`src/ptc_pkg.sv`:
```
// package: register map, field layout, reset values and types of the timer counter
package ptc_pkg;

  // ==========================================================================
  // register byte offsets on the avalon slave
  localparam logic [4:0] PTC_OFS_CTRL = 5'h00;
  localparam logic [4:0] PTC_OFS_LIMIT = 5'h04;
  localparam logic [4:0] PTC_OFS_COUNT = 5'h08;
  localparam logic [4:0] PTC_OFS_STATUS = 5'h0c;
  localparam logic [4:0] PTC_OFS_EVENT = 5'h10;

  // ==========================================================================
  // control register field positions
  localparam int PTC_CTRL_ENABLE_BIT = 0;
  localparam int PTC_CTRL_PRESET_BIT = 1;
  localparam int PTC_CTRL_RUN_BIT = 2;
  localparam int PTC_CTRL_DIR_LSB = 4;
  localparam int PTC_CTRL_SINGLE_BIT = 6;
  localparam int PTC_CTRL_DIV_LSB = 8;

  // status and event field positions
  localparam int PTC_STAT_ACTIVE_BIT = 0;
  localparam int PTC_STAT_UP_BIT = 1;
  localparam int PTC_STAT_BUSY_BIT = 2;
  localparam int PTC_EVT_LIMIT_BIT = 0;
  localparam int PTC_EVT_ZERO_BIT = 1;

  // ==========================================================================
  // reset values and bus answers
  localparam logic [15:0] PTC_LIMIT_RST = 16'hffff;
  localparam logic [15:0] PTC_COUNT_RST = 16'h0000;
  localparam logic [3:0] PTC_DIV_RST = 4'h0;
  localparam logic [31:0] PTC_UNMAPPED_RD = 32'h0000_0000;

  // ==========================================================================
  // count direction selection
  typedef enum logic [1:0] {
    PTC_DIR_UP = 2'h0,
    PTC_DIR_DOWN = 2'h1,
    PTC_DIR_UPDN = 2'h2,
    PTC_DIR_RSVD = 2'h3
  } ptc_dir_type;

  // control register carrier
  typedef struct packed {
    logic [3:0] div_sel;
    logic single_cycle_sel;
    ptc_dir_type count_direction_sel;
    logic run;
    logic module_enable;
  } ptc_ctrl_type;

  localparam ptc_ctrl_type PTC_CTRL_RST = '{PTC_DIV_RST, 1'b0, PTC_DIR_UP, 1'b0, 1'b0};

endpackage

```
`src/ptc_timer_top.sv`:
```
// timer counter top: avalon-mm register slave and the 16-bit up/down counter
//
// The placing of the registers and the Avalon-MM register port were left to the implementer.
`timescale 1ns/100ps

// Operation
// - sixteen-bit counter steps up or down once per count clock tick
// - two-bit direction field plus single-cycle bit give six modes
// - repeat modes run until software stops; single-cycle modes stop themselves
// - limit register bounds count range zero to limit
// - preset clears counter in up modes, loads limit in down mode
// - counting up, counter clears to zero when passing the limit
// - writing run one starts counting; stopping depends on mode
// - active status bit reads one while running, zero while idle
// - direction status reads one counting up, zero counting down
// - repeat up wraps past limit to zero until run cleared
// - limit above count becomes new limit; below count clears counter
// - single-cycle up returns to zero past limit, then stops
// - repeat down reloads limit on underflow; new limit after underflow
// - single-cycle down reloads limit on underflow, then stops
// - repeat up/down runs zero to limit and back, until run cleared
// - limit change while descending does not disturb descent to zero
// - single-cycle up/down stops reaching zero while counting down
// - limit-reached and zero-reached event flags set on those counts
module ptc_timer_top
  import ptc_pkg::*;
#(
  parameter int CNT_W = 16
)(
  input wire logic mclk_i, // 250 mhz clock
  input wire logic rst_i, // synchronous reset, active high
  input wire logic [4:0] avs_address_i, // byte address
  input wire logic avs_read_i, // read request
  input wire logic avs_write_i, // write request
  input wire logic [3:0] avs_byteenable_i, // write byte lanes
  input wire logic [31:0] avs_writedata_i, // write data
  output logic [31:0] avs_readdata_o, // read data
  output logic avs_waitrequest_o, // high until the answer stands
  output logic [15:0] count_value_o, // current count
  output logic counter_active_o, // counter running
  output logic count_up_o, // counting upward
  output logic limit_event_o, // pulse: count reached limit
  output logic zero_event_o // pulse: count reached zero
);

  ptc_ctrl_type ctrl_ff;
  logic [15:0] count_ff;
  logic [15:0] nxt_count;
  logic up_ff;
  logic nxt_up;
  logic stop_req;
  logic hit_limit;
  logic hit_zero;
  logic [1:0] event_flags_ff;
  logic req;
  logic do_wr;
  logic preset_p;
  logic run_wr;
  logic tick;
  logic ticking;
  logic [15:0] limit_value;
  logic [15:0] limit_pend;
  logic limit_update_busy;
  logic [31:0] rd_word;
  logic [31:0] limit_merge;
  ptc_dir_type pre_dir;

  // ==========================================================================
  // elaboration check
  generate
    if (CNT_W != 16)
    begin : g_bad_width
      $error("ptc_timer_top supports CNT_W of 16 only");
    end
  endgenerate

  // ==========================================================================
  // bus helpers
  function automatic logic [31:0] be_merge(input logic [31:0] old_v, input logic [31:0] new_v,
                                            input logic [3:0] be);
    for (int i = 0; i < 4; i++)
      be_merge[i*8 +: 8] = be[i] ? new_v[i*8 +: 8] : old_v[i*8 +: 8];
  endfunction

  // a write takes effect at the edge where waitrequest is seen low
  assign req = avs_read_i || avs_write_i;
  assign do_wr = avs_write_i && !avs_waitrequest_o;
  assign preset_p = do_wr && (avs_address_i == PTC_OFS_CTRL) && avs_byteenable_i[0]
                    && avs_writedata_i[PTC_CTRL_PRESET_BIT];
  assign run_wr = do_wr && (avs_address_i == PTC_OFS_CTRL) && avs_byteenable_i[0];
  // preset follows the direction written with it, so mode and preset may share a write
  assign pre_dir = ptc_dir_type'(avs_writedata_i[PTC_CTRL_DIR_LSB +: 2]);
  assign limit_merge = be_merge({16'h0000, limit_pend}, avs_writedata_i, avs_byteenable_i);

  // one wait state: waitrequest drops for exactly one cycle per request
  always_ff @(posedge mclk_i)
  begin
    if (rst_i)
      avs_waitrequest_o <= 1'b1;
    else
      avs_waitrequest_o <= !(req && avs_waitrequest_o);
  end

  // ==========================================================================
  // read multiplexer; preset bit always reads back zero
  always_comb
  begin
    rd_word = PTC_UNMAPPED_RD;
    case (avs_address_i)
      PTC_OFS_CTRL:
      begin
        rd_word[PTC_CTRL_ENABLE_BIT] = ctrl_ff.module_enable;
        rd_word[PTC_CTRL_RUN_BIT] = ctrl_ff.run;
        rd_word[PTC_CTRL_DIR_LSB +: 2] = ctrl_ff.count_direction_sel;
        rd_word[PTC_CTRL_SINGLE_BIT] = ctrl_ff.single_cycle_sel;
        rd_word[PTC_CTRL_DIV_LSB +: 4] = ctrl_ff.div_sel;
      end
      PTC_OFS_LIMIT: rd_word[15:0] = limit_pend;
      PTC_OFS_COUNT: rd_word[15:0] = count_ff;
      PTC_OFS_STATUS:
      begin
        rd_word[PTC_STAT_ACTIVE_BIT] = counter_active_o;
        rd_word[PTC_STAT_UP_BIT] = up_ff;
        rd_word[PTC_STAT_BUSY_BIT] = limit_update_busy;
      end
      PTC_OFS_EVENT: rd_word[1:0] = event_flags_ff;
      default: rd_word = PTC_UNMAPPED_RD;
    endcase
  end

  // read data captured while waitrequest is still high, stands with it low
  always_ff @(posedge mclk_i)
  begin
    if (rst_i)
      avs_readdata_o <= PTC_UNMAPPED_RD;
    else if (avs_read_i && avs_waitrequest_o)
      avs_readdata_o <= rd_word;
  end

  // ==========================================================================
  // control register; a software run write beats a same-cycle self stop
  always_ff @(posedge mclk_i)
  begin
    if (rst_i)
      ctrl_ff <= PTC_CTRL_RST;
    else if (run_wr)
    begin
      ctrl_ff.module_enable <= avs_writedata_i[PTC_CTRL_ENABLE_BIT];
      ctrl_ff.run <= avs_writedata_i[PTC_CTRL_RUN_BIT];
      ctrl_ff.count_direction_sel <= ptc_dir_type'(avs_writedata_i[PTC_CTRL_DIR_LSB +: 2]);
      ctrl_ff.single_cycle_sel <= avs_writedata_i[PTC_CTRL_SINGLE_BIT];
      if (avs_byteenable_i[1])
        ctrl_ff.div_sel <= avs_writedata_i[PTC_CTRL_DIV_LSB +: 4];
    end
    else if (stop_req)
      ctrl_ff.run <= 1'b0;
  end

  // ==========================================================================
  // count clock enable and limit holder
  ptc_tick_div #(.DIV_W(4)) u_div (
    .mclk_i(mclk_i),
    .rst_i(rst_i),
    .en_i(ctrl_ff.module_enable),
    .sel_i(ctrl_ff.div_sel),
    .tick_o(tick)
  );

  ptc_limit_sync u_limit (
    .mclk_i(mclk_i),
    .rst_i(rst_i),
    .wr_i(do_wr && (avs_address_i == PTC_OFS_LIMIT)),
    .data_i(limit_merge[15:0]),
    .tick_i(tick),
    .running_i(counter_active_o),
    .pend_o(limit_pend),
    .limit_o(limit_value),
    .busy_o(limit_update_busy)
  );

  assign ticking = tick && ctrl_ff.run && ctrl_ff.module_enable;

  // ==========================================================================
  // next count; preset has priority over a tick in the same cycle
  always_comb
  begin
    nxt_count = count_ff;
    nxt_up = up_ff;
    stop_req = 1'b0;
    if (preset_p)
    begin
      // down mode loads the limit, the other modes clear
      if (pre_dir == PTC_DIR_DOWN)
        nxt_count = limit_value;
      else
        nxt_count = 16'h0000;
      nxt_up = (pre_dir != PTC_DIR_DOWN);
    end
    else if (ticking)
    begin
      case (ctrl_ff.count_direction_sel)
        PTC_DIR_DOWN:
        begin
          nxt_up = 1'b0;
          if (count_ff == 16'h0000)
          begin
            nxt_count = limit_value;
            stop_req = ctrl_ff.single_cycle_sel;
          end
          else
            nxt_count = count_ff - 16'h0001;
        end
        PTC_DIR_UPDN:
        begin
          if (up_ff)
          begin
            if (count_ff > limit_value)
              nxt_count = 16'h0000;
            else if (count_ff == limit_value)
            begin
              nxt_up = 1'b0;
              nxt_count = (count_ff == 16'h0000) ? 16'h0000 : count_ff - 16'h0001;
            end
            else
              nxt_count = count_ff + 16'h0001;
          end
          else if (count_ff <= 16'h0001)
          begin
            // descent ignores the limit, so a new limit waits for the climb
            nxt_count = 16'h0000;
            nxt_up = 1'b1;
            stop_req = ctrl_ff.single_cycle_sel;
          end
          else
            nxt_count = count_ff - 16'h0001;
        end
        default:
        begin
          // reserved direction code counts up
          nxt_up = 1'b1;
          if (count_ff >= limit_value)
          begin
            nxt_count = 16'h0000;
            stop_req = ctrl_ff.single_cycle_sel;
          end
          else
            nxt_count = count_ff + 16'h0001;
        end
      endcase
    end
  end

  // events only come from real count steps, never from a preset
  assign hit_limit = ticking && !preset_p && (nxt_count == limit_value);
  assign hit_zero = ticking && !preset_p && (nxt_count == 16'h0000);

  // counter state
  always_ff @(posedge mclk_i)
  begin
    if (rst_i)
    begin
      count_ff <= PTC_COUNT_RST;
      up_ff <= 1'b1;
    end
    else
    begin
      count_ff <= nxt_count;
      up_ff <= nxt_up;
    end
  end

  // sticky event flags, write one to clear; a new event wins over the clear
  always_ff @(posedge mclk_i)
  begin
    if (rst_i)
      event_flags_ff <= 2'h0;
    else
    begin
      if (do_wr && (avs_address_i == PTC_OFS_EVENT) && avs_byteenable_i[0])
        event_flags_ff <= event_flags_ff & ~avs_writedata_i[1:0];
      if (hit_limit)
        event_flags_ff[PTC_EVT_LIMIT_BIT] <= 1'b1;
      if (hit_zero)
        event_flags_ff[PTC_EVT_ZERO_BIT] <= 1'b1;
    end
  end

  // registered outputs
  always_ff @(posedge mclk_i)
  begin
    if (rst_i)
    begin
      count_value_o <= PTC_COUNT_RST;
      counter_active_o <= 1'b0;
      count_up_o <= 1'b1;
      limit_event_o <= 1'b0;
      zero_event_o <= 1'b0;
    end
    else
    begin
      count_value_o <= nxt_count;
      counter_active_o <= ctrl_ff.run && ctrl_ff.module_enable;
      count_up_o <= nxt_up;
      limit_event_o <= hit_limit;
      zero_event_o <= hit_zero;
    end
  end
endmodule // ptc_timer_top

```
`src/ptc_tick_div.sv`:
```
// count clock enable divider: one pulse every 2**div_sel cycles
`timescale 1ns/100ps
module ptc_tick_div
  import ptc_pkg::*;
#(
  parameter int DIV_W = 4
)(
  input wire logic mclk_i, // 250 mhz clock
  input wire logic rst_i, // synchronous reset, active high
  input wire logic en_i, // module enable
  input wire logic [3:0] sel_i, // log2 of division ratio
  output logic tick_o // one-cycle count clock enable
);

  logic [15:0] div_ff;

  // ==========================================================================
  // mask of low bits that must all be one for a tick
  function automatic logic [15:0] low_mask(input logic [3:0] s);
    low_mask = 16'hffff >> (5'h10 - {1'b0, s});
  endfunction

  // free-running divider; held at zero while disabled so ticks restart aligned
  always_ff @(posedge mclk_i)
  begin
    if (rst_i || !en_i)
      div_ff <= 16'h0000;
    else
      div_ff <= div_ff + 16'h0001;
  end

  // tick when the selected low bits are all ones
  always_ff @(posedge mclk_i)
  begin
    if (rst_i)
      tick_o <= 1'b0;
    else
      tick_o <= en_i && ((div_ff & low_mask(sel_i)) == low_mask(sel_i));
  end

  generate
    if (DIV_W != 4)
    begin : g_bad_div
      $error("ptc_tick_div supports DIV_W of 4 only");
    end
  endgenerate

endmodule // ptc_tick_div

```
`src/ptc_limit_sync.sv`:
```
// limit value holder: a written limit is applied on the next count tick, or on the next clock while the counter is stopped
`timescale 1ns/100ps
module ptc_limit_sync
  import ptc_pkg::*;
(
  input wire logic mclk_i, // 250 mhz clock
  input wire logic rst_i, // synchronous reset, active high
  input wire logic wr_i, // software writes a new limit
  input wire logic [15:0] data_i, // new limit value
  input wire logic tick_i, // count clock enable
  input wire logic running_i, // counter is active
  output logic [15:0] pend_o, // value last written by software
  output logic [15:0] limit_o, // limit in force for the counter
  output logic busy_o // update not yet applied
);

  // ==========================================================================
  // pending value and busy flag; while the counter runs the update waits for a count clock edge so the
  // counter never sees a limit change between two of its own steps
  always_ff @(posedge mclk_i)
  begin
    if (rst_i)
    begin
      pend_o <= PTC_LIMIT_RST;
      limit_o <= PTC_LIMIT_RST;
      busy_o <= 1'b0;
    end
    else if (wr_i)
    begin
      pend_o <= data_i;
      busy_o <= 1'b1;
    end
    else if (busy_o && (tick_i || !running_i))
    begin
      limit_o <= pend_o;
      busy_o <= 1'b0;
    end
  end
endmodule // ptc_limit_sync

```
`config.mk`:
```
export PLATFORM = sky130hd
export DESIGN_NAME = ptc_timer_top
export DESIGN_NICKNAME = d
export VERILOG_FILES = /design/src/ptc_pkg.sv /design/src/ptc_timer_top.sv /design/src/ptc_tick_div.sv /design/src/ptc_limit_sync.sv
export SDC_FILE = /design/constraint.sdc
export NUM_CORES = 1
export LEC_CHECK = 0
export ABC_AREA = 1
export BUFFER_PORTS_ARGS = -buffer_cell sky130_fd_sc_hd__buf_2
export CAP_MARGIN = 20
export CORE_MARGIN = 10
export CORE_UTILIZATION = 58
export DETAILED_ROUTE_END_ITERATION = 10
export PLACE_DENSITY = 0.81
export SYNTH_ARGS = -nofsm -noshare
export SYNTH_HDL_FRONTEND = slang
export SYNTH_SLANG_ARGS = --single-unit
```
`constraint.sdc`:
```
create_clock -name mclk_i -period 3.1 [get_ports mclk_i]
set_input_delay 0.31 -clock mclk_i [delete_from_list [all_inputs] [get_ports mclk_i]]
set_output_delay 0.31 -clock mclk_i [all_outputs]
set_load 0.02 [all_outputs]
```
## Word-level counts from Yosys, hierarchy flattened

Index checks and enable logic that the tools add are counted.

| word-level totals | value |
|---|---|
| register bits | 98 |
| bits of input ports | 45 |
| output and inout port bits | 53 |

| cells by class | value |
|---|---|
| add/subtract/negate cells | 4 |
| order comparisons | 3 |
| equal/unequal tests | 11 |
| shift operators | 1 |
| mux-type cells | 40 |
| bitwise logic cells | 4 |
| reduce and logical (&&, ||, !) cells | 37 |

Operators by type and width:

| cell | number |
|---|---|
| 2-to-1 mux 16 bit | 10 |
| == test 16 bit | 3 |
| adder 16 x 1 -> 16 bit (second input constant) | 2 |
| zero test 16 bit | 2 |
| one-hot mux 16 bit (2 select lines) | 1 |
| 2-to-1 mux 1 bit | 18 |
| logical AND 1 bit | 17 |
| bitwise AND 16 bit | 1 |
| >= comparator 16 bit | 1 |
| greater-than comparator 16 bit | 1 |
| <= comparator 16 x 1 -> 1 bit (second input constant) | 1 |
| right shift 16 x 5 -> 16 bit (first input constant) | 1 |
| subtractor 16 x 1 -> 16 bit (second input constant) | 1 |
| one-hot mux 4 bit (3 select lines) | 1 |
| == test 5 x 4 -> 1 bit (second input constant) | 2 |
| nonzero test 2 bit | 5 |
| one-hot mux 3 bit (3 select lines) | 1 |
| one-hot mux 1 bit (2 select lines) | 4 |
| one-hot mux 1 bit (4 select lines) | 2 |
| one-hot mux 4 bit (2 select lines) | 1 |
| AND reduction 2 bit | 4 |
| == test 5 x 3 -> 1 bit (second input constant) | 1 |
| == test 5 bit (second input constant) | 1 |
| zero test 1 bit | 5 |
| 11 further kinds | 14 |

## Depth between registers and ports, before layout

| depth | value |
|---|---|
| word-level depth | 11 |
| depth in mapped cells | 24 |
| gate-level depth less buffers | 23 |

## By module

From an unflattened synthesis, not the netlist that was laid out.

| unflattened totals | value |
|---|---|
| cell total of the unflattened synthesis | 1128 |
| area, all modules | 7099.3 µm² |

By module, submodules not included:

| module | times used | cells an instance | area an instance (µm²) | seq. area each (µm²) |
|---|---|---|---|---|
| ptc_timer_top | 1 | 822 | 4850.9 | 960.9 |
| ptc_limit_sync | 1 | 147 | 1201.2 | 660.6 |
| ptc_tick_div | 1 | 159 | 1047.3 | 340.3 |

## Worst setup path before layout

OpenSTA, ideal clock, no wires.

| timing | value |
|---|---|
| kind | register to register |
| start point | reg, netlist name count_value_o[2] |
| end point | reg event_flags_ff[0] |
| arrival time | 2.313 ns |
| data required time | 2.985 ns |
| setup slack | 0.672 ns |
| cell stages (with the launch flop) | 23 |
| buffers on the path | 1 |
| period minus slack after synthesis | 2.428 ns |
| path through | dfxtp_1 ha_1 nand2_1 inv_1 nand2_1 nand2_1 nand2_1 nand2_1 nand2_1 nand2_1 nor2_1 buf_2 nand3_1 nand3_1 nand2_1 nand2_1 nand2_1 nand2_1 inv_1 nand2_1 nor2_1 nand3_1 nand2_1 |

RTL lines:

| item | RTL line | text |
|---|---|---|
| to (signal assigned) | ptc_timer_top.sv:280 | `event_flags_ff <= event_flags_ff & ~avs_writedata_i[1:0];` |
| to (decl) | ptc_timer_top.sv:54 | `logic [1:0] event_flags_ff;` |

## Final worst setup path

| timing | value |
|---|---|
| start point | reg u_limit.limit_o[14] |
| end point | reg event_flags_ff[0] |

| between the ends | value |
|---|---|
| cells in the longest elaborated chain, start to end | 10 |
| elaborated cells on any way between the ends | 16 |
| those cells by class | order compare (2); eq/ne (2); mux (10); reduce/logical (2) |

Ends and longest elaborated chain:

| item | RTL line | text |
|---|---|---|
| from (decl) | ptc_limit_sync.sv:13 | `output logic [15:0] limit_o,` |
| from (signal assigned) | ptc_limit_sync.sv:35 | `limit_o <= pend_o;` |
| branches (longest 7 deep; another with greater-than comparator 16 bit) | -- |  |
| == test 16 bit (*) | ptc_timer_top.sv:254 | `assign hit_limit = ticking && !preset_p && (nxt_count == limit_value);` |
| logical AND 1 bit (*) | ptc_timer_top.sv:254 |  |
| 2-to-1 mux 1 bit or nonzero test 2 bit (tied branches) | -- |  |

Every way passes the cells marked *.
A chain may end at the register's enable or synchronous reset.

==> results.txt <==
In the synthesized netlist, the number of instances is 1005. The maximum fanout encountered on the critical timing path works out to 9. The synthesized flop and latch total is 98.

For the final routed database, the setup TNS stands at 0 ns. Clock tree synthesis inserted a total of 9 buffers. After synthesis the cells add up to 0.00658 mm^2. The total global routing overflow came out at 0. In this run the horizontal extent of the chip is 126 um. In this run the static leakage power is 3.93 nW. The clock-pin slew reported for the worst setup and hold paths after clock tree synthesis is 0.07 ns. The tools report the starting density of the core as 0.599. The die footprint is 0.0160 mm^2.

The data required time of the critical path came out at 3.39 ns. Sorting the synthesized cells by area gives the leading types as dfxtp_1 (30%), nand2_1 (13%), inv_1 (8.8%). After the first detailed-routing iteration, the DRC count stood at 722. Setup violations remaining at the end of the flow were counted as 0. The clock tree root buffer cell was clkbuf_16. The cell repeated most along the worst path was nand2_1. After detailed routing, the total wire length is 20.0 mm. Count of filler cells inserted in the layout: 1011.

The average footprint of a synthesized cell is 6.54 um^2, and the number of nets in the finished design is 1147. Total of buffers placed on input and output ports: 63. Most frequently used cell type in the post-synthesis netlist: nand2_1.

The first global-routing pass estimated 32.1 mm of wire. The tools report the area taken by multi-input logic gates as 0.00384 mm^2. The tools report the launching point of the worst reg2reg path as u_limit.limit_o[14]. The run gives 98 as the number of I/O pins. Based on the critical path, the design can be clocked at up to 344 MHz. The pre-antenna-repair detailed-routing pass consisted of 5 iterations. The final RePlAce weighted congestion came out at 1.02.

The critical path goes through inv_1 -> ha_1 -> nand2_1 -> nor2_1 -> nand2_1 -> nor2_2 -> nor2_1 -> nor2_4 -> nand2_4 -> nand2_4 -> nand2_2 -> nor2_2 -> o21ai_2 -> nand2_1 -> nand2_1 -> nand2_1 -> nand2_1 -> nor2_1 -> nand3_1 -> nand2_1. For the finished layout, the period the worst path requires is 2.91 ns. In this run the worst hold path is classified as in2reg. In the final layout, flip-flops and latches occupy 0.00196 mm^2. The delay of the slowest critical-path stage was 0.39 ns.

Relative max-transition margin: 0.472. The HPWL after detailed placement came out at 15.7 mm. The average wire per cell in the routed design is 16.4 um, and the proportion of netlist area held by the largest area contributor is 0.298. The post-detailed-route count of antenna-violating nets was 0; the die height was 126 um.

Once layout is done, the placed cells without fillers occupy 0.00737 mm^2. For this design, the sink count on the clock tree is 98. Synthesis-to-finish area growth: 12.1%. For the sequential share of the synthesized area, the log shows 0.298. Row generation in the floorplan step produced 38 rows. The cell taking the most area after synthesis was dfxtp_1.

By count the netlist is led by nand2_1 (232), inv_1 (154), nor2_1 (99). The final hold violation count was 0. TritonCTS built the clock tree. The initial antenna violation count was 0. The part of the cycle the worst path needs is 0.938. For this design the ratio of total power to cell area is 355 mW/mm^2. In this run, synthesis inferred 0 flip-flops with an integrated enable. The number of buffers inserted by post-CTS setup repair was 0; the number of H-tree levels was 3. For the largest net degree at the start of global routing, the log shows 42.

The slowest stage of the critical path belongs to the cell dfxtp_1. Setup slack on the worst reg-to-reg path comes out at 0.19 ns. The average via count per standard cell was 5.61.

The endpoint type of the worst setup path is a register. The run gives 0 as the number of violations of the max-capacitance limit. The final max-slew violation count was 0. For the endpoint arrival time on the critical path, the log shows 3.20 ns. Across the VDD grid, the largest voltage drop is 0.342 mV. The post-synthesis async set-or-reset flop share came out at 0. The worst-margin pin slew was 0.791 ns; the distinct cell type count after synthesis was 53.

Tracing the worst setup path back leads to its startpoint at u_limit.limit_o[14]. The area of the placeable core came out at 0.0110 mm^2. The run gives 0 as the number of warnings printed during yosys synthesis.

Setup repair after global routing left no endpoint under its margin. The longest clock path from root to sink contains 2 buffers. Across all layers, the routed design uses 6841 vias. The number of global-route vias before repair came out at 6370. The share of final-layout standard cells stronger than drive strength 1 is 0.139, and the remaining design rule violation count is 0.

Flip-flop cell with the highest count after synthesis: dfxtp_1. In this run the most critical hold path is launched from avs_read_i. For the worst-skew pair, the clock arrives at the later sink with an insertion delay of 0.35 ns.

The critical path class is reg2reg. The run gives 0.241 as the global router's overall resource usage. Type of element launching the critical path: a register.

Between clock sinks in the finished design, the worst skew comes to 0.0120 ns. The tools report the total cell area at the placement stage as 0.00705 mm^2. 0 antenna diodes ended up in the layout.

The flow ran to the end, and the final reports show no timing, DRC or antenna violations. Total power for the finished layout comes to 2.61 mW.
registers in the layout (all words and copies together) (netlist names), 2 cells and up:
signal,flops
avs_readdata_o,16
count_value_o,16
u_limit.pend_o,16
ctrl_ff,9
u_div.div_ff,16
u_limit.limit_o,16
event_flags_ff,2
layout by cell type (no fill, tap or decap), types with 2 or more instances in the layout:
cell | netlist | layout
a21o_1 | 3 | 3
nand2_4 | 4 | 4
a221oi_1 | 2 | 2
nor2_4 | 10 | 10
nand3_2 | 3 | 3
nand3b_1 | 2 | 2
xor2_1 | 16 | 16
inv_1 | 154 | 154
o22ai_1 | 19 | 19
inv_2 | 3 | 3
or2_2 | 2 | 2
clkbuf_16 | 0 | 9
nor2_2 | 7 | 8
conb_1 | 1 | 16
o21ai_0 | 38 | 38
o221ai_1 | 9 | 9
xnor2_1 | 2 | 2
nor2_1 | 99 | 98
nor4_1 | 2 | 2
a21oi_1 | 59 | 59
dfxtp_1 | 98 | 98
buf_2 | 5 | 63
a31oi_1 | 2 | 2
nand2_1 | 232 | 232
nand3_1 | 73 | 73
clkinv_2 | 0 | 3
ha_1 | 27 | 27
nor3_1 | 18 | 18
nand4_1 | 13 | 13
o21ai_1 | 2 | 2
o211ai_1 | 31 | 31
nand2_2 | 12 | 12
buf_4 | 17 | 23
bufinv_16 | 0 | 2
power breakdown:
group	total, mW	leakage [nW]	internal [mW]	switching, mW
sequential	1.28	0.793	1.27	0.00735
combinational	0.138	2.98	0.0373	0.101
clock	1.20	0.156	0.706	0.493
total	2.61	3.93	2.01	0.601
worst max-delay path, delay by kind of cell (launching register included):
family	cells	cell delay, ns
buffers and inverters	1	0.10
adders and majority gates	1	0.28
AOI/OAI and AO/OA	1	0.08
DFF	1	0.39
and+or+nand+nor	17	2.01
path summary, 6_finish.rpt:
| kind | end | cells past startpoint |
|---|---|---|
| min reg2reg | avs_waitrequest_o | 1 |
| max reg2reg | event_flags_ff[0] | 20 |
| max | event_flags_ff[0] | 20 |
| min | avs_waitrequest_o | 2 |
cell type report:
type,count,area share
timing repair buffer,86,0.0662
clock buffer,9,0.0305
multi-input combinational,722,0.521
tap,140,0.0238
inverter,158,0.0804
sequential,98,0.266
clock inverter,7,0.0124
what timing repair did:
item / in CTS / in global routing
hold buffers: 0 / 0
setup endpoints to repair: 0 / 4
gates resized for setup: 0 / 1
cell families (layout without fill, tap and decap cells):
family,after synthesis,after routing,share of synthesized area
XOR/XNOR,18,18,0.0240
adder cells (fa/ha/maj),27,27,0.0514
buffers and inverters,200,260,0.127
flip-flops,98,98,0.298
AND/OR/NAND/NOR,484,484,0.335
AO/OA/AOI/OAI,177,177,0.164
other,1,16,0.000570
through the flow:
step | cells | utilization | hold WS, ns | setup WS [ns]
floorplan | 1020 | - | 0.417 | 0.672
global placement | 1204 | 0.642 | 0.430 | 0.303
detailed placement | 1204 | 0.642 | 0.440 | 0.216
CTS | 1220 | 0.671 | 0.173 | 0.208
global route | 1220 | 0.671 | 0.186 | 0.00678
finish | 1220 | 0.671 | 0.172 | 0.191
routing by layer:
layer,vias up,global-route usage,part of all wire
met4,0,0.101,0.029
met3,47,0.0421,0.090
li1,3387,-,-
met2,320,0.386,0.46
met5,-,0,0
met1,3087,0.312,0.42
No activity file was read; power rests on OpenSTA's default activity.
